## config.mk

```make
export PLATFORM = sky130hd
export DESIGN_NAME = clamp_sample_timing
export DESIGN_NICKNAME = d
export VERILOG_FILES = /design/src/afe_timing_pkg.sv /design/src/pulse_window.sv /design/src/clamp_sample_timing.sv
export SDC_FILE = /design/constraint.sdc
export NUM_CORES = 1
export LEC_CHECK = 0
export BUFFER_PORTS_ARGS = -buffer_cell sky130_fd_sc_hd__buf_2
export CAP_MARGIN = 30
export CELL_PAD_IN_SITES_DETAIL_PLACEMENT = 0
export CELL_PAD_IN_SITES_GLOBAL_PLACEMENT = 1
export CORE_ASPECT_RATIO = 0.6
export CORE_MARGIN = 5
export CORE_UTILIZATION = 44
export CTS_BUF_LIST = sky130_fd_sc_hd__clkbuf_2
export DETAILED_ROUTE_END_ITERATION = 10
export PLACE_DENSITY = 0.75
export SLEW_MARGIN = 0
export SYNTH_ARGS = -nofsm -noshare
export SYNTH_HDL_FRONTEND = slang
export SYNTH_SLANG_ARGS = --single-unit
```

## constraint.sdc

```tcl
create_clock -name mclk -period 2.2 [get_ports mclk]
set_input_delay 0.44 -clock mclk [delete_from_list [all_inputs] [get_ports mclk]]
set_output_delay 0.44 -clock mclk [all_outputs]
set_load 0.01 [all_outputs]
```

## src/afe_timing_pkg.sv

```systemverilog
// Constants, register map and types for the clamp and sample pulse timing
package afe_timing_pkg;

   localparam int DATA_W = 8;
   localparam int ADDR_W = 7;
   localparam int PHASE_W = 6;
   localparam int PHASES = 64;
   localparam int CLAMP_REF_W = 5;
   localparam int CNT_W = 4;

   // Register offsets
   localparam logic [ADDR_W-1:0] MAIN_CFG_ADDR = 7'h00;
   localparam logic [ADDR_W-1:0] CLAMP_REF_ADDR = 7'h04;
   localparam logic [ADDR_W-1:0] MON_SEL_ADDR = 7'h09;
   localparam logic [ADDR_W-1:0] CH1_GAIN_ADDR = 7'h10;
   localparam logic [ADDR_W-1:0] CH2_GAIN_ADDR = 7'h11;
   localparam logic [ADDR_W-1:0] CLAMP_START_ADDR = 7'h20;
   localparam logic [ADDR_W-1:0] CLAMP_END_ADDR = 7'h21;
   localparam logic [ADDR_W-1:0] SAMPLE_START_ADDR = 7'h22;
   localparam logic [ADDR_W-1:0] SAMPLE_END_ADDR = 7'h23;

   // Field positions
   localparam int CDS_EN_BIT = 0;
   localparam int CLAMP_GATE_BIT = 1;
   localparam int INPUT_GAIN_BIT = 2;
   localparam int MON_SEL_LSB = 3;
   localparam int MON_SEL_MSB = 4;
   localparam logic [1:0] MON_ODD_PULSES = 2'h2;

   // Reset values
   localparam logic [DATA_W-1:0] CFG_RESET = 8'h00;
   localparam logic [DATA_W-1:0] EDGE_RESET = 8'h00;

   // Serial frame: read flag, 7 address bits, 8 data bits, MSB first
   localparam logic [CNT_W-1:0] CMD_LAST = 4'h7;
   localparam logic [CNT_W-1:0] FRAME_LAST = 4'hf;

   // Edge zero lags the pixel clock rise by 6.0 ns plus 3 internal edges
   localparam int MCLK_PERIOD_PS = 10000;
   localparam int EDGE0_FIXED_PS = 6000;
   localparam int EDGE0_FRAC_EDGES = 3;
   localparam int EDGE0_LAG_CYC = (EDGE0_FIXED_PS + MCLK_PERIOD_PS - 1)
      / MCLK_PERIOD_PS + EDGE0_FRAC_EDGES;
   localparam logic [PHASE_W-1:0] PHASE_LOAD =
      PHASE_W'(PHASES - EDGE0_LAG_CYC + 1);
   localparam logic [PHASE_W-1:0] PHASE_LAST = 6'h3f;

   typedef enum logic [1:0] {
      SER_IDLE = 2'b00,
      SER_CMD = 2'b01,
      SER_DATA = 2'b10,
      SER_WAIT = 2'b11
   } ser_state_t;

endpackage

```

## src/pulse_window.sv

```systemverilog
// Start/end edge window on the internal phase counter
`timescale 1ns/100ps
module pulse_window #(
   parameter int PHASE_W = 6
) (
   input wire logic [PHASE_W-1:0] phase,
   input wire logic [PHASE_W-1:0] startEdge,
   input wire logic [PHASE_W-1:0] endEdge,
   output logic active
);
   wire logic afterStart = phase >= startEdge;
   wire logic beforeEnd = phase < endEdge;
   wire logic wraps = startEdge > endEdge;

   // Wrapping window runs from start through the period boundary
   assign active = wraps ? (afterStart || beforeEnd)
                         : (afterStart && beforeEnd);
endmodule

```

## src/clamp_sample_timing.sv

```systemverilog
// Clamp and sample pulse timing with serial configuration registers
//
// Summary of operation
// CDS mode alternates even and odd sampling networks every pixel.
// One set of edge registers places even and odd pulses identically.
// Monitor select 10 puts odd clamp on test pin 0, sample on pin 1.
// Test pins then show odd pulses only, every second pixel; in sample-and-hold mode pin 1 shows the sample every pixel.
// Sample edges below clamp edges: sample falls in next period.
// Edge zero lags the pixel clock rise by 6.0 ns plus 3/64 period.
// The external clamp request closes the input clamp switch.
// With gating, clamp control is internal clamp AND external request.
// Host asserts the clamp request during optical black pixels.
// Host makes pulses wide and near the far edge of their level.
// Clamp reference DAC takes a five-bit code from its register.
// Main configuration bit 2 selects 0dB or 6dB for both channels.
// Each channel has its own eight-bit gain code register.
// Each pixel period has 64 internal edges; registers pick edges.
// In CDS clamp samples reference, sample takes video, same pixel.
// Sample-and-hold mode ignores the clamp start and end registers.
// Sample-and-hold start above end wraps into the next period.
// A pulse runs from its start edge up to its end edge.
// All configuration registers are 8 bits, serial read and write.
`timescale 1ns/100ps
module clamp_sample_timing (
   input wire logic mclk,
   input wire logic rst,
   input wire logic pixClk,
   input wire logic externalClampRequest,
   input wire logic serClk,
   input wire logic serSelN,
   input wire logic serDataIn,
   output logic serDataOut,
   output logic serDataOe,
   output logic gatedClampControl,
   output logic testMonitorPinZero,
   output logic testMonitorPinOne,
   output logic evenClampPulse,
   output logic oddClampPulse,
   output logic evenSamplePulse,
   output logic oddSamplePulse,
   output logic [afe_timing_pkg::CLAMP_REF_W-1:0] clampReferenceDacCode,
   output logic inputGain6dB,
   output logic [afe_timing_pkg::DATA_W-1:0] channelOneGain,
   output logic [afe_timing_pkg::DATA_W-1:0] channelTwoGain
);
   import afe_timing_pkg::*;

   // Configuration registers
   logic [DATA_W-1:0] mainConfiguration;
   logic [DATA_W-1:0] clampReferenceDacControl;
   logic [DATA_W-1:0] pulseMonitorSelect;
   logic [DATA_W-1:0] channelOneGainCode;
   logic [DATA_W-1:0] channelTwoGainCode;
   logic [DATA_W-1:0] clampStartEdge;
   logic [DATA_W-1:0] clampEndEdge;
   logic [DATA_W-1:0] sampleStartEdge;
   logic [DATA_W-1:0] sampleEndEdge;

   // Serial interface state
   ser_state_t serState;
   ser_state_t next_serState;
   logic serClkPrev;
   logic [CNT_W-1:0] bitCnt;
   logic [DATA_W-1:0] cmd;
   logic [DATA_W-1:0] dataSh;
   logic [DATA_W-1:0] outSh;

   // Pixel timing state
   logic pixClkPrev;
   logic [PHASE_W-1:0] phase;
   logic oddPixel;

   wire logic serRise = serClk && !serClkPrev;
   wire logic [DATA_W-1:0] cmdNext = {cmd[DATA_W-2:0], serDataIn};
   wire logic [DATA_W-1:0] dataNext = {dataSh[DATA_W-2:0], serDataIn};
   wire logic cmdDone = serState == SER_CMD && serRise && bitCnt == CMD_LAST;
   wire logic frameDone = serState == SER_DATA && serRise
      && bitCnt == FRAME_LAST;
   wire logic wrStrobe = frameDone && !cmd[DATA_W-1];
   wire logic [ADDR_W-1:0] wrAddr = cmd[ADDR_W-1:0];
   wire logic [ADDR_W-1:0] rdAddr = cmdNext[ADDR_W-1:0];

   // Unmapped offsets read as zero and ignore writes
   wire logic [DATA_W-1:0] rdData =
      rdAddr == MAIN_CFG_ADDR ? mainConfiguration :
      rdAddr == CLAMP_REF_ADDR ? clampReferenceDacControl :
      rdAddr == MON_SEL_ADDR ? pulseMonitorSelect :
      rdAddr == CH1_GAIN_ADDR ? channelOneGainCode :
      rdAddr == CH2_GAIN_ADDR ? channelTwoGainCode :
      rdAddr == CLAMP_START_ADDR ? clampStartEdge :
      rdAddr == CLAMP_END_ADDR ? clampEndEdge :
      rdAddr == SAMPLE_START_ADDR ? sampleStartEdge :
      rdAddr == SAMPLE_END_ADDR ? sampleEndEdge : 8'h00;

   always_comb begin
      next_serState = serState;
      case (serState)
         SER_IDLE: if (!serSelN) next_serState = SER_CMD;
         SER_CMD: if (cmdDone) next_serState = SER_DATA;
         SER_DATA: if (frameDone) next_serState = SER_WAIT;
         SER_WAIT: next_serState = SER_WAIT;
         default: next_serState = SER_IDLE;
      endcase
      // Deselect aborts any frame; a partial write is dropped
      if (serSelN) next_serState = SER_IDLE;
   end

   always_ff @(posedge mclk) begin
      if (rst) begin
         serState <= SER_IDLE;
         serClkPrev <= 1'b0;
         bitCnt <= '0;
         cmd <= '0;
         dataSh <= '0;
      end else begin
         serState <= next_serState;
         serClkPrev <= serClk;
         if (serState == SER_IDLE) begin
            bitCnt <= '0;
         end else if (serRise) begin
            bitCnt <= bitCnt + 4'h1;
         end
         if (serState == SER_CMD && serRise) cmd <= cmdNext;
         if (serState == SER_DATA && serRise) dataSh <= dataNext;
      end
   end

   // Read data leaves MSB first, changing after each serial clock rise
   always_ff @(posedge mclk) begin
      if (rst) begin
         outSh <= '0;
         serDataOut <= 1'b0;
         serDataOe <= 1'b0;
      end else begin
         if (cmdDone) begin
            serDataOut <= rdData[DATA_W-1];
            outSh <= {rdData[DATA_W-2:0], 1'b0};
         end else if (serState == SER_DATA && serRise) begin
            serDataOut <= outSh[DATA_W-1];
            outSh <= {outSh[DATA_W-2:0], 1'b0};
         end
         serDataOe <= next_serState == SER_DATA && (cmdDone ? cmdNext[DATA_W-1]
                                                            : cmd[DATA_W-1]);
      end
   end

   always_ff @(posedge mclk) begin
      if (rst) begin
         mainConfiguration <= CFG_RESET;
         clampReferenceDacControl <= CFG_RESET;
         pulseMonitorSelect <= CFG_RESET;
         channelOneGainCode <= CFG_RESET;
         channelTwoGainCode <= CFG_RESET;
         clampStartEdge <= EDGE_RESET;
         clampEndEdge <= EDGE_RESET;
         sampleStartEdge <= EDGE_RESET;
         sampleEndEdge <= EDGE_RESET;
      end else if (wrStrobe) begin
         if (wrAddr == MAIN_CFG_ADDR) mainConfiguration <= dataNext;
         if (wrAddr == CLAMP_REF_ADDR) clampReferenceDacControl <= dataNext;
         if (wrAddr == MON_SEL_ADDR) pulseMonitorSelect <= dataNext;
         if (wrAddr == CH1_GAIN_ADDR) channelOneGainCode <= dataNext;
         if (wrAddr == CH2_GAIN_ADDR) channelTwoGainCode <= dataNext;
         if (wrAddr == CLAMP_START_ADDR) clampStartEdge <= dataNext;
         if (wrAddr == CLAMP_END_ADDR) clampEndEdge <= dataNext;
         if (wrAddr == SAMPLE_START_ADDR) sampleStartEdge <= dataNext;
         if (wrAddr == SAMPLE_END_ADDR) sampleEndEdge <= dataNext;
      end
   end

   // Register fields that steer the analog side
   assign clampReferenceDacCode =
      clampReferenceDacControl[CLAMP_REF_W-1:0];
   assign inputGain6dB = mainConfiguration[INPUT_GAIN_BIT];
   assign channelOneGain = channelOneGainCode;
   assign channelTwoGain = channelTwoGainCode;

   wire logic cdsMode = mainConfiguration[CDS_EN_BIT];
   wire logic clampGateEn = mainConfiguration[CLAMP_GATE_BIT];
   wire logic [1:0] monSel = pulseMonitorSelect[MON_SEL_MSB:MON_SEL_LSB];

   // One mclk cycle is one internal edge, so mclk runs at 64x pixel rate
   wire logic pixRise = pixClk && !pixClkPrev;

   always_ff @(posedge mclk) begin
      if (rst) begin
         pixClkPrev <= 1'b0;
         phase <= '0;
         oddPixel <= 1'b0;
      end else begin
         pixClkPrev <= pixClk;
         // Realign every pixel so edge zero trails the input rise
         if (pixRise) begin
            phase <= PHASE_LOAD;
         end else begin
            phase <= phase + 6'h01;
         end
         if (phase == PHASE_LAST) oddPixel <= !oddPixel;
      end
   end

   logic clampWin;
   logic sampleWin;

   // Only the low six bits address the 64 edges
   pulse_window #(.PHASE_W(PHASE_W)) clampWindow (
      .phase(phase),
      .startEdge(clampStartEdge[PHASE_W-1:0]),
      .endEdge(clampEndEdge[PHASE_W-1:0]),
      .active(clampWin)
   );

   pulse_window #(.PHASE_W(PHASE_W)) sampleWindow (
      .phase(phase),
      .startEdge(sampleStartEdge[PHASE_W-1:0]),
      .endEdge(sampleEndEdge[PHASE_W-1:0]),
      .active(sampleWin)
   );

   // Sample edges below clamp edges belong to the previous pixel
   wire logic lateSample = cdsMode
      && sampleStartEdge[PHASE_W-1:0] < clampStartEdge[PHASE_W-1:0]
      && sampleEndEdge[PHASE_W-1:0] < clampEndEdge[PHASE_W-1:0];
   wire logic sampleOddNet = cdsMode && (lateSample ? !oddPixel : oddPixel);
   wire logic clampInt = cdsMode && clampWin;
   wire logic oddClampInt = clampInt && oddPixel;
   wire logic evenClampInt = clampInt && !oddPixel;
   // Sample-and-hold has one network, reported on the odd side
   wire logic oddSampleInt = sampleWin && (sampleOddNet || !cdsMode);
   wire logic evenSampleInt = sampleWin && cdsMode && !sampleOddNet;
   wire logic monOdd = monSel == MON_ODD_PULSES;
   wire logic next_gatedClamp = clampGateEn
      ? externalClampRequest && clampInt
      : externalClampRequest;

   always_ff @(posedge mclk) begin
      if (rst) begin
         evenClampPulse <= 1'b0;
         oddClampPulse <= 1'b0;
         evenSamplePulse <= 1'b0;
         oddSamplePulse <= 1'b0;
         testMonitorPinZero <= 1'b0;
         testMonitorPinOne <= 1'b0;
         gatedClampControl <= 1'b0;
      end else begin
         evenClampPulse <= evenClampInt;
         oddClampPulse <= oddClampInt;
         evenSamplePulse <= evenSampleInt;
         oddSamplePulse <= oddSampleInt;
         testMonitorPinZero <= monOdd && oddClampInt;
         testMonitorPinOne <= monOdd && oddSampleInt;
         gatedClampControl <= next_gatedClamp;
      end
   end

   // Checks
   // Cycles from the last of three quiet edges to edge zero
   localparam int LAG_TAIL = EDGE0_LAG_CYC - 3;
endmodule

```

Word level (Yosys, flattened, before mapping):

Cells that the tools add are included.

* flip-flop bits (word level): 118
* input port bits: 7
* output and inout bits: 31
* word-level logic and storage cells: 131

* $add $sub $neg: 2
* order comparisons: 8
* eq/ne operators: 24
* mux-type cells: 23
* reduce and logical (&&, ||, !) cells: 46

Operator list (number)
* two-way mux 8 bit: 11
* equality test 7 x 6 -> 1 bit (second input constant): 8
* equality test 7 x 5 -> 1 bit (second input constant): 4
* less-than comparator 6 bit: 4
* logical AND 1 bit: 22
* AND reduction 2 bit: 9
* equality test 7 x 3 -> 1 bit (second input constant): 2
* equality test 7 x 4 -> 1 bit (second input constant): 2
* logical NOT 7 bit: 2
* >= comparator 6 bit: 2
* greater-than comparator 6 bit: 2
* equality test 2 bit (second input constant): 4
* one-hot mux 2 bit (4 select lines): 1
* two-way mux 1 bit: 7
* adder 6 x 1 -> 6 bit (second input constant): 1
* equality test 6 bit (second input constant): 1
* logical NOT 1 bit: 6
* two-way mux 2 bit: 3
* two-way mux 6 bit: 1
* adder 4 x 1 -> 4 bit (second input constant): 1
* equality test 4 x 3 -> 1 bit (second input constant): 1
* equality test 4 bit (second input constant): 1
* OR reduction 2 bit: 2
* logical OR 1 bit: 3
* 3 further kinds: 3

Logic depth before layout (Yosys ltp):

Gate-level depths: netlist of the first run.

* depth in word-level cells: 11
* depth in mapped cells: 8
* mapped depth without buffers: 8

Modules after synthesis:

From an unflattened synthesis of the first run, not the netlist that was laid out.

* cell total of the unflattened synthesis: 723
* area total of the unflattened synthesis: 6322.3 µm²

By module, submodules not included
* clamp_sample_timing: times used 1, cells an instance 621, area an instance 5501.5 µm²
* pulse_window: times used 2, cells an instance 51, area an instance 410.4 µm²

Least setup slack after synthesis of the first run:

No wires, ideal clock.

* path type: register to register
* start: register phase[0]
* end: register testMonitorPinZero
* data arrival time: 1980 ps
* required time: 2083 ps
* setup slack: 103 ps
* cell stages (with the launch flop): 9
* period minus slack after synthesis: 2097 ps
* cells stage by stage: dfxtp_1 > inv_1 > ha_1 > nand2b_1 > a2111oi_0 > o31ai_1 > maj3_1 > and3_1 > and4b_1

* word-level cells in the longest chain between the ends: 6

Ends and longest elaborated chain
* from (decl): line clamp_sample_timing.sv:70 `logic [PHASE_W-1:0] phase;`
* from (signal assigned): line clamp_sample_timing.sv:196 `phase <= phase + 6'h01;`
* >= comparator 6 bit / less-than comparator 6 bit (equally long branches): line pulse_window.sv:11, pulse_window.sv:12
* logical AND 1 bit / logical OR 1 bit (equally long branches): line pulse_window.sv:17, pulse_window.sv:16
* two-way mux 1 bit (*): line pulse_window.sv:16 `assign active = wraps ? (afterStart || beforeEnd)`
* logical AND 1 bit (*): line clamp_sample_timing.sv:225 `wire logic clampInt = cdsMode && clampWin;`
* logical AND 1 bit (*): line clamp_sample_timing.sv:226 `wire logic oddClampInt = clampInt && oddPixel;`
* logical AND 1 bit (*): line clamp_sample_timing.sv:250 `testMonitorPinZero <= monOdd && oddClampInt;`
* to (signal assigned): line clamp_sample_timing.sv:250
* to (decl): line clamp_sample_timing.sv:35 `output logic testMonitorPinZero,`

Mark *: on every way between the ends. The rest lies on a longest branch, timed or not.
A chain may end at the register's enable or synchronous reset.

Worst setup path in the final report of the first run:

* start: register clampEndEdge[2]
* end: register testMonitorPinOne

* word-level cells in the longest chain between the ends: 7

Ends and longest elaborated chain
* from (decl): line clamp_sample_timing.sv:55 `logic [DATA_W-1:0] clampEndEdge;`
* from (signal assigned): line clamp_sample_timing.sv:165 `if (wrAddr == CLAMP_END_ADDR) clampEndEdge <= dataNext;`
* less-than comparator 6 bit: line clamp_sample_timing.sv:223 `&& sampleEndEdge[PHASE_W-1:0] < clampEndEdge[PHASE_W-1:0];`
* logical AND 1 bit: line clamp_sample_timing.sv:223
* two-way mux 1 bit: line clamp_sample_timing.sv:224 `wire logic sampleOddNet = cdsMode && (lateSample ? !oddPixel : oddPixel);`
* logical AND 1 bit: line clamp_sample_timing.sv:224
* logical OR 1 bit: line clamp_sample_timing.sv:229 `wire logic oddSampleInt = sampleWin && (sampleOddNet || !cdsMode);`
* logical AND 1 bit: line clamp_sample_timing.sv:229
* logical AND 1 bit: line clamp_sample_timing.sv:251 `testMonitorPinOne <= monOdd && oddSampleInt;`
* to (signal assigned): line clamp_sample_timing.sv:251
* to (decl): line clamp_sample_timing.sv:36 `output logic testMonitorPinOne,`

Every way passes these cells.

==> results of run 1 <==
[logic make-up after synthesis]
group | after synthesis | share of synthesized area (%)
and+or+nand+nor | 255 | 19.38
AOI/OAI and AO/OA | 138 | 14.44
DFF | 118 | 37.75
muxes | 79 | 12.64
buffers and inverters | 74 | 5.039
adders and majority gates | 47 | 9.358
xor gates and xnor gates | 10 | 1.400
[stage by stage]
step           utilization (%)  power (mW)
2_1_floorplan                -       2.370
3_3_place_gp             49.44       2.446
3_5_place_dp             49.44       2.455
4_1_cts                  51.48       3.854
5_1_grt                  52.20       3.999
6_report                 52.20       3.826
[path summary, 6_finish.rpt]
| kind | startpoint | to | slack, ns |
|---|---|---|---|
| worst max-delay path | clampEndEdge[2] | testMonitorPinOne | 0.03 |
| worst min-delay path | serDataIn | clampEndEdge[0] | 0.11 |
| worst max register to register | clampEndEdge[2] | testMonitorPinOne | 0.03 |
| worst min register to register | clampEndEdge[7] | clampEndEdge[7] | 0.48 |
[where the power goes]
group / switching [mW] / leakage, nW / internal, mW
clock: 0.966 / 0.130 / 0.431
sequential: 0.0226 / 0.959 / 2.16
combinational: 0.145 / 1.88 / 0.105
total: 1.13 / 2.97 / 2.69
[what timing repair did]
action                                  4_1_cts  5_1_grt
hold endpoints to repair                      8        1
endpoints found under the setup margin        2       32
hold buffers                                  4        1
cloned                                        0        0
pin swaps                                     0        4
resized for setup                             5       25
setup buffers                                 0        2
[cell usage in the layout (no fill, tap or decap), types with 4 or more instances in the layout]
master         instances
dfxtp_1              106
nor2_1               103
nand2_1               84
mux2i_1               79
a21oi_1               50
ha_1                  46
buf_4                 44
buf_2                 36
inv_1                 28
clkbuf_2              17
o21ai_0               13
nand2b_1              12
a211oi_1              11
dfxtp_2               11
a21o_1                10
a2111oi_0              9
nand3_1                9
nor2b_1                7
a22oi_1                7
o2bb2ai_1              6
a311oi_1               6
inv_6                  6
nor3_1                 5
xor2_1                 5
and3_1                 5
xnor2_1                5
dlygate4sd3_1          5
clkinv_4               4
[critical path: stages (launching register included)]
cell       delay (ns)
dfxtp_2          0.38
inv_1            0.09
ha_1             0.32
a21o_1           0.18
a31oi_1          0.19
o21ai_1          0.13
a21oi_2          0.24
xnor2_1          0.14
a2111oi_2        0.39
[Yosys cell counts (all sizes together), types with 3 or more instances]
library cell,number
o21a,3
and3,5
ha,46
or3,3
o21ai,17
a21o,10
nand4,5
inv,28
nand2b,12
buf,16
o2bb2ai,6
dfxtp,118
nor2,106
mux2i,79
a21oi,52
a211oi,12
a22oi,7
nand3,9
xor2,5
nand2,84
a2111oi,13
clkbuf,30
nor2b,7
xnor2,5
a311oi,6
nor3,7
[registers in the layout, summed over array words and instances (netlist names), 2 cells and up]
register                  count
channelOneGain                8
channelTwoGain                8
clampEndEdge                  8
clampReferenceDacControl      8
clampStartEdge                8
cmd                           8
mainConfiguration             8
pulseMonitorSelect            8
sampleEndEdge                 8
sampleStartEdge               8
dataSh                        7
outSh                         7
phase                         6
bitCnt                        4
serState                      2
[metal layers]
layer / global-route usage, % / share of wire [%] / vias to the layer above
met5: 0 / 0 / -
met4: 4.704 / 0.77 / 0
met3: 4.756 / 7.2 / 13
met2: 31.02 / 39 / 162
met1: 35.74 / 53 / 2647
li1: - / - / 2654
[final cells by class]
class | instances | area share, %
multi-input combinational | 529 | 50.35
sequential | 118 | 33.06
timing repair buffer | 88 | 8.620
tap | 192 | 3.337
clock inverter | 15 | 1.999
inverter | 28 | 1.460
clock buffer | 17 | 1.182
==> metrics, run 1 <==
status finished, final reports clean; grt total ovfl 0; top post-synthesis cells by area dfxtp_1 38%, mux2i_1 13%, ha_1 9.2%; skew final 0.03737 ns; Worst slew margin 60.75%; clk slew on worst S/H paths 0.20 ns; Mapped Cells 721; maximum vdd drop 0.0002778 V; DR WL/cell 18.31 um; Synth Register Bits 118; fmax 460.9 MHz; Syn. warnings 0; fillcell total 1328; Pleak 2.971 nW; initial antenna violation count 0; Startpoint Class flop; die area 16780 um2; initial core utilization 45.37%; Fin. Hold Viols 0; routability cong. 0.9276; post-route setup slack 0.03021 ns; Slew Limit Fails 0; cells on worst reg2reg path 8; clk_lat worst skew 0.67 ns; cell area after layout 7199 um2; hold depth 3; Synth cell types 60; Tot GR Track Use 22.59%; critical path type flop to flop; Min Clock Period, post-route 2.170 ns; crit end category flop; Hold Crit Class primary input to flop; n_diodes 0; chip width 164.0 um; final std cells w/o fill 987; CTS tree built; Syn Area/Cell 8.679 um2; WL final 18070 um; final net count 835; largest net degree at the start of global routing 98; Port-buffer cells 37; Place WS -0.1549 ns; total CTS buffers 17; vias in the first global route 5365; top_reg_cell synth dfxtp_1; Yosys top cell area share 37.75%; Starting DRT DRC Count 561; Register Area 2380 um2; net count after synthesis 774; fin crit share 98.63%; clk buf depth 2; register area share after synthesis 37.75%; total I/O pin count 38; Die Y 102.4 um; core area 13790 um2; WP data arrival 2.71 ns; remaining antenna violation count 0; cell area power density 531.5 nW/um2; Post-Syn Area 6257 um2; final setup fails 0; first-pass GRT wire length 29640 um; # DRC 0; row count 33; routed vias/inst 5.548; max cap viols 0; drt pass-1 iters 5; routed vias 5476; # H-tree levels 4; Multi-input gate area 3625 um2; Area Growth Syn to Fin 15.06%; Slew @ Worst Pin 0.5826 ns; Synth area leader dfxtp_1; placed cell areas 6818 um2; dpl hpwl 13340 um; Post-synth EDFFs 0; hold slack 0.1064 ns; dpl cells 948; Data required, critical path 2.74 ns; CP max FO 3; fraction of layout cells with a size suffix above 1 18.74%; Post-Route Setup TNS 0 ns; CTS root buffer clkbuf_2; clk sinks 118; FFs w/ async S/R, synth 0%
Power figures use the tool's default switching activity.
==> run 2: changes to the inputs <==
--- a/config.mk
+++ b/config.mk
@@ -18,4 +18,5 @@
 export SLEW_MARGIN = 0
 export SYNTH_ARGS = -nofsm -noshare
 export SYNTH_HDL_FRONTEND = slang
+export SYNTH_HIERARCHICAL = 1
 export SYNTH_SLANG_ARGS = --single-unit
==> run 2 against run 1 <==
  * Core utilization increased by 0.15 points
  * Final area increased by 0.89%
  * Critical path type unchanged
  * Largest cell class unchanged
  * First-iteration DRC count increased by 11%
  * Global-route usage increased by 0.33 points
  * Sequential power about the same
==> metrics, run 2 <==
drt pass-1 iters 5 (unchanged); cell area power density 549.1 nW/um2 (+3.3%); Slew @ Worst Pin 0.7193 ns (+0.1367 ns); critical path's largest stage delay 0.51 ns (+0.12 ns); Worst slew margin 51.98% (-8.8 points); # DRC 0 (unchanged); n_diodes 0 (unchanged); clk_lat worst skew 0.67 ns (about the same); total I/O pin count 38 (unchanged); skew final 0.04043 ns (+0.003065 ns); Sw Pwr 1.087 mW (-4.1%); crit end category flop; Post-synth top cells 118 x dfxtp_1, 78 x nand2_1, 70 x nor2_1; RSZ-0062 raised after global routing true; largest net degree at the start of global routing 55 (-44%); grt total ovfl 0 (unchanged); FFs w/ async S/R, synth 0% (unchanged); CP Buf/Inv Count 0 (-1); remaining antenna violation count 0 (unchanged); final net count 828 (-0.84%); row count 33 (unchanged); commonest non-fill, non-tap cell in the layout dfxtp_1; Synth area leader dfxtp_1; maximum vdd drop 0.0003764 V (+35%); Synth cell types 65 (+8.3%); Area Growth Syn to Fin 14.88%; Setup Buffers After CTS 0 (unchanged); worst path cell trace ha_1, and4_1, and3_1, a31oi_2, maj3_2, nand2b_1, nor4bb_2; fraction of layout cells with a size suffix above 1 19.54% (+0.80 points); Yosys top cell area share 37.36% (-0.39 points); Min Clock Period, post-route 2.132 ns (-0.03740 ns); commonest non-fill, non-tap cells in the layout 107 x dfxtp_1, 78 x nand2_1, 70 x nor2_1, 58 x mux2i_1, 53 x a21oi_1; # H-tree levels 4 (unchanged); Port-buffer cells 37 (unchanged); internal power 2.902 mW (+7.8%); top post-synthesis cells by area dfxtp_1 37%, mux2i_1 9.2%, ha_1 9.1%; routed vias 5662 (+3.4%); Fin. Hold Viols 0 (unchanged); WP data arrival 2.71 ns (about the same); switching fraction of total power 27.24% (-2.4 points); status finished, final reports clean; post-route setup slack 0.06760 ns (+0.03740 ns); CTS tree built; clk buf depth 2 (unchanged); first-pass GRT wire length 29710 um (+0.26%); clk sinks 118 (unchanged); dpl hpwl 13890 um (+4.1%); WL final 18830 um (+4.2%); total CTS buffers 17 (unchanged); clk slew on worst S/H paths 0.21 ns (about the same); Place WS -0.1713 ns (-0.01635 ns); count leader, synth dfxtp_1; CP max-delay cell dfxtp_1; hold slack 0.1934 ns (+0.08698 ns); register area share after synthesis 37.36% (-0.39 points); Post-synth EDFFs 0 (unchanged); routability cong. 0.9379 (+1.1%); routed vias/inst 5.778 (+4.1%); core area 13870 um2 (+0.60%); Syn. warnings 6 (+6); logic gate share of total power 6.4% (about the same); fmax 469.0 MHz (+1.8%); Clock power frac 38.9% (+2.4 points); top_reg_cell synth dfxtp_1; fin crit share 96.93% (-1.7 points); Starting DRT DRC Count 621 (+11%); vias in the first global route 5366 (+0.019%); final setup fails 0 (unchanged); Slew Limit Fails 0 (unchanged); Reg power frac 54.7% (-2.3 points); Startpoint Class flop; DR WL/cell 19.22 um (+5.0%); Post-Syn Area 6322 um2 (+1.0%); max cap viols 0 (unchanged); Die Y 102.9 um (+0.47%); Pleak 3.034 nW (+2.1%); Multi-input gate area 3641 um2 (+0.45%); CTS root buffer clkbuf_2; critical path type flop to flop; Syn Area/Cell 8.745 um2 (+0.76%); Synth Register Bits 118 (unchanged); Tot GR Track Use 22.92% (+0.33 points); net count after synthesis 776 (+0.26%); Data required, critical path 2.78 ns (+0.04 ns); initial core utilization 45.57% (+0.20 points); CP max FO 5 (+2); Post-Route Setup TNS 0 ns (unchanged); critical path's top delay family simple AND/OR/NAND/NOR gates; Mapped Cells 723 (+0.28%); Register Area 2381 um2 (about the same); chip width 164.8 um (+0.48%); Hold Crit Class primary input to flop; initial antenna violation count 0 (unchanged); fillcell total 1285 (-3.2%); die area 16940 um2 (+0.96%)
==> run 2: path summary, 6_finish.rpt <==
check	start	endpoint	slack, ns	depth (start not counted)
setup reg to reg	sampleStartEdge[3]	evenSamplePulse	0.07	7
hold / removal	serDataIn	dataSh[0]	0.19	3
setup / recovery	sampleStartEdge[3]	evenSamplePulse	0.07	7
hold reg to reg	cmd[7]	cmd[7]	0.48	2
==> run 2: stage by stage <==
step / utilization (%) / cell area [um2] / power [mW] / instances
after floorplan: - / 6322 / 2.389 / 723
after CTS: 51.77 / 7182 / 4.006 / 979
after global placement: 49.52 / 6870 / 2.459 / 944
after detailed placement: 49.52 / 6870 / 2.470 / 944
after global routing: 52.35 / 7263 / 4.148 / 980
final: 52.35 / 7263 / 3.989 / 980
==> run 2: cell families (layout without fill, tap and decap cells) <==
logic type / after synthesis / after routing / synth area share (%)
buffers and inverters: 91 / 156 / 6.273
flip-flops: 118 / 118 / 37.36
AO/OA/AOI/OAI: 147 / 147 / 14.90
multiplexers: 66 / 66 / 11.50
XOR/XNOR: 10 / 10 / 1.385
adder cells (fa/ha/maj): 48 / 48 / 9.460
AND/OR/NAND/NOR: 243 / 243 / 19.12
==> run 2: worst register-to-register path: stages, from the launching register on <==
cell and delay [ns]:
dfxtp_1 0.51, ha_1 0.29, and4_1 0.20, and3_1 0.19, a31oi_2 0.18, maj3_2 0.25
nand2b_1 0.13, nor4bb_2 0.33
==> run 2: layout make-up <==
type / count / area share [%]
Clock buffer: 17 / 1.171
Clock inverter: 15 / 2.446
Inverter: 40 / 2.067
Multi-Input combinational cell: 514 / 50.13
Sequential cell: 118 / 32.78
Tap cell: 192 / 3.307
Timing Repair Buffer: 84 / 8.096
==> run 2: what timing repair did <==
action | CTS | global route
hold buffers | 3 | 1
endpoints found under the setup margin | 7 | 14
endpoints found under the hold margin | 4 | 1
gates cloned | 0 | 0
resized for setup | 6 | 20
pin swaps | 0 | 4
==> run 2: routing by layer <==
layer / wire length, um / vias up / global-route usage [%]
li1: - / 2669 / -
met1: 9736 / 2702 / 36.66
met2: 7205 / 271 / 29.44
met3: 1694 / 20 / 6.073
met4: 196 / 0 / 6.134
met5: 0 / - / 0
==> run 2: power by group through the flow <==
| stage | logic, mW | registers [mW] | clock network, mW |
|---|---|---|---|
| CTS | 0.248 | 2.18 | 1.57 |
| detailed placement | 0.242 | 2.23 | 0 |
| global route | 0.278 | 2.19 | 1.68 |
| finish | 0.254 | 2.18 | 1.55 |
| global placement | 0.233 | 2.23 | 0 |
| floorplan | 0.170 | 2.22 | 0 |
==> run 3: changes to the inputs <==
==> constraint.sdc (replaced) <==
create_clock -name mclk -period 1.9 [get_ports mclk]
set_input_delay 0.38 -clock mclk [delete_from_list [all_inputs] [get_ports mclk]]
set_output_delay 0.38 -clock mclk [all_outputs]
set_load 0.01 [all_outputs]
==> run 3 against run 2 <==
  * The flow now finishes with violations (setup timing)
  * Total power is 22% higher
  * Hold slack got worse by 0.090 ns
  * Core utilization increased by 7.5 points
  * Sequential power increased by 15%
  * Final cell count increased by 7.7%
  * Flip-flop and latch count stayed put
  * Routed wire length is 10% higher
  * Critical path depth is the same
  * Combinational power increased by 53%
  * Die area did not move
  * Count of clock-buffer cells in the layout is 1 higher
  * Critical path type unchanged
  * Critical endpoint is now testMonitorPinOne
  * Highest routed layer unchanged
==> metrics, run 3 (synthesis gave the netlist of run 2 again) <==
n_diodes 0 (unchanged); WL final 20760 um (+10%); die area 16940 um2 (unchanged); fin crit share 106.1% (+9.2 points); Min Clock Period, post-route 2.017 ns (-0.1156 ns); first-pass GRT wire length 32150 um (+8.2%); Hold Crit Class primary input to flop; Starting DRT DRC Count 552 (-11%); CP max FO 3 (-2); Die Y 102.9 um (unchanged); Area Growth Syn to Fin 31.45%; clk_lat worst skew 0.69 ns (+0.02 ns); crit end category flop; GRT busiest layer met1; skew final 0.03110 ns (-0.009337 ns); cells on worst reg2reg path 7 (unchanged); Pleak 3.554 nW (+17%); initial antenna violation count 0 (unchanged); clk slew on worst S/H paths 0.22 ns (about the same); Worst R2R Setup Slack -0.12 ns (-0.18 ns); failing checks setup timing; CTS tree built; Slew @ Worst Pin 0.6844 ns (-0.03491 ns); routed vias 6003 (+6.0%); hold depth 2 (-1); Port-buffer cells 37 (unchanged); WP data arrival 2.63 ns (-0.08 ns); Tot GR Track Use 24.86% (+1.9 points); met1 usage 39.24% (+2.6 points); remaining antenna violation count 0 (unchanged); Slew Limit Fails 0 (unchanged); total CTS buffers 17 (unchanged); fin util 59.90% (+7.5 points); commonest non-fill, non-tap cell in the layout buf_4; CTS root buffer clkbuf_2; fraction of layout cells with a size suffix above 1 34.30% (+15 points); # H-tree levels 4 (unchanged); vias in the first global route 5766 (+7.5%); fmax 495.8 MHz (+5.7%); reg2reg end testMonitorPinOne; Register Area 2434 um2 (+2.2%); Multi-input gate area 3951 um2 (+8.5%); # DRC 0 (unchanged); row count 33 (unchanged); grt met2 use 34.26% (+4.8 points); core area 13870 um2 (unchanged); Total Power 4.866 mW (+22%); post-route setup slack -0.1168 ns (-0.1844 ns); max cap viols 0 (unchanged); chip width 164.8 um (unchanged); grt total ovfl 0 (unchanged); total I/O pin count 38 (unchanged); critical path type flop to flop; clk buf depth 2 (unchanged); status finished with violations; Post-Route Setup TNS -0.4077 ns (-0.4077 ns); clk sinks 118 (unchanged); initial core utilization 45.57% (unchanged); routability cong. 0.9747 (+3.9%); final net count 903 (+9.1%); Startpoint Class flop; Worst slew margin 54.31% (+2.3 points); Worst Setup SP sampleEndEdge[4]; FF-to-FF Start sampleEndEdge[4]; DR WL/cell 19.68 um (+2.4%); cell area power density 585.5 nW/um2 (+6.6%); routed vias/inst 5.690 (-1.5%); maximum vdd drop 0.0003439 V (-8.6%); end of the critical path testMonitorPinOne; Data required, critical path 2.51 ns (-0.27 ns); Fin. Hold Viols 0 (unchanged); largest net degree at the start of global routing 57 (+3.6%); RSZ-0062 raised after global routing true; Place WS -0.2477 ns (-0.07646 ns); dpl hpwl 14860 um (+7.0%); final setup fails 16 (+16); commonest non-fill, non-tap cells in the layout 97 x buf_4, 85 x dfxtp_1, 73 x nand2_1, 70 x nor2_1, 58 x mux2i_1; drt pass-1 iters 7 (+2); hold slack 0.1038 ns (-0.08961 ns); fillcell total 1209 (-5.9%); met3 usage in global routing 4.834% (-1.2 points)
run 3: stage by stage:
step	instance area, um2	std cells
finish	8310	1055
global route	8310	1055
CTS	8082	1054
detailed placement	7375	1007
global placement	7375	1007
floorplan	6336	723
run 3: area by class of cell:
type                       count  area share [%]
multi-input combinational    514           47.55
sequential                   118           29.28
timing repair buffer         159           14.95
tap                          192           2.891
clock inverter                14           2.409
inverter                      40           1.837
clock buffer                  18           1.084
run 3: worst min-delay path by stage:
stage / start / to
floorplan: mainConfiguration[1] / gatedClampControl
global placement: cmd[7] / cmd[7]
detailed placement: cmd[7] / cmd[7]
CTS: rst / oddPixel
global route: rst / oddPixel
finish: rst / oddPixel
run 3: what timing repair did:
item / CTS / global route
hold endpoints to repair: 6 / 0
setup buffers: 12 / 2
cloned: 0 / 1
hold buffers: 4 / 0
setup endpoints to repair: 38 / 81
pin swaps: 24 / 23
resized for setup: 67 / 58
run 3: critical path, stage by stage, from the launching register on:
cell	delay [ns]
dfxtp_2	0.38
buf_6	0.12
ha_4	0.20
a21o_1	0.18
a211oi_2	0.22
o21ai_1	0.14
or4_4	0.46
a311oi_2	0.26
run 3: layer usage:
| layer | vias up | share of wire [%] |
|---|---|---|
| li1 | 2817 | - |
| met1 | 2913 | 51 |
| met2 | 239 | 40 |
| met3 | 34 | 7.8 |
| met4 | 0 | 1.3 |
| met5 | - | 0 |
run 3: where the power goes:
part / internal [mW] / switching (mW)
logic: 0.185 / 0.203
clock network: 0.885 / 1.08
registers: 2.48 / 0.0310
total: 3.55 / 1.31
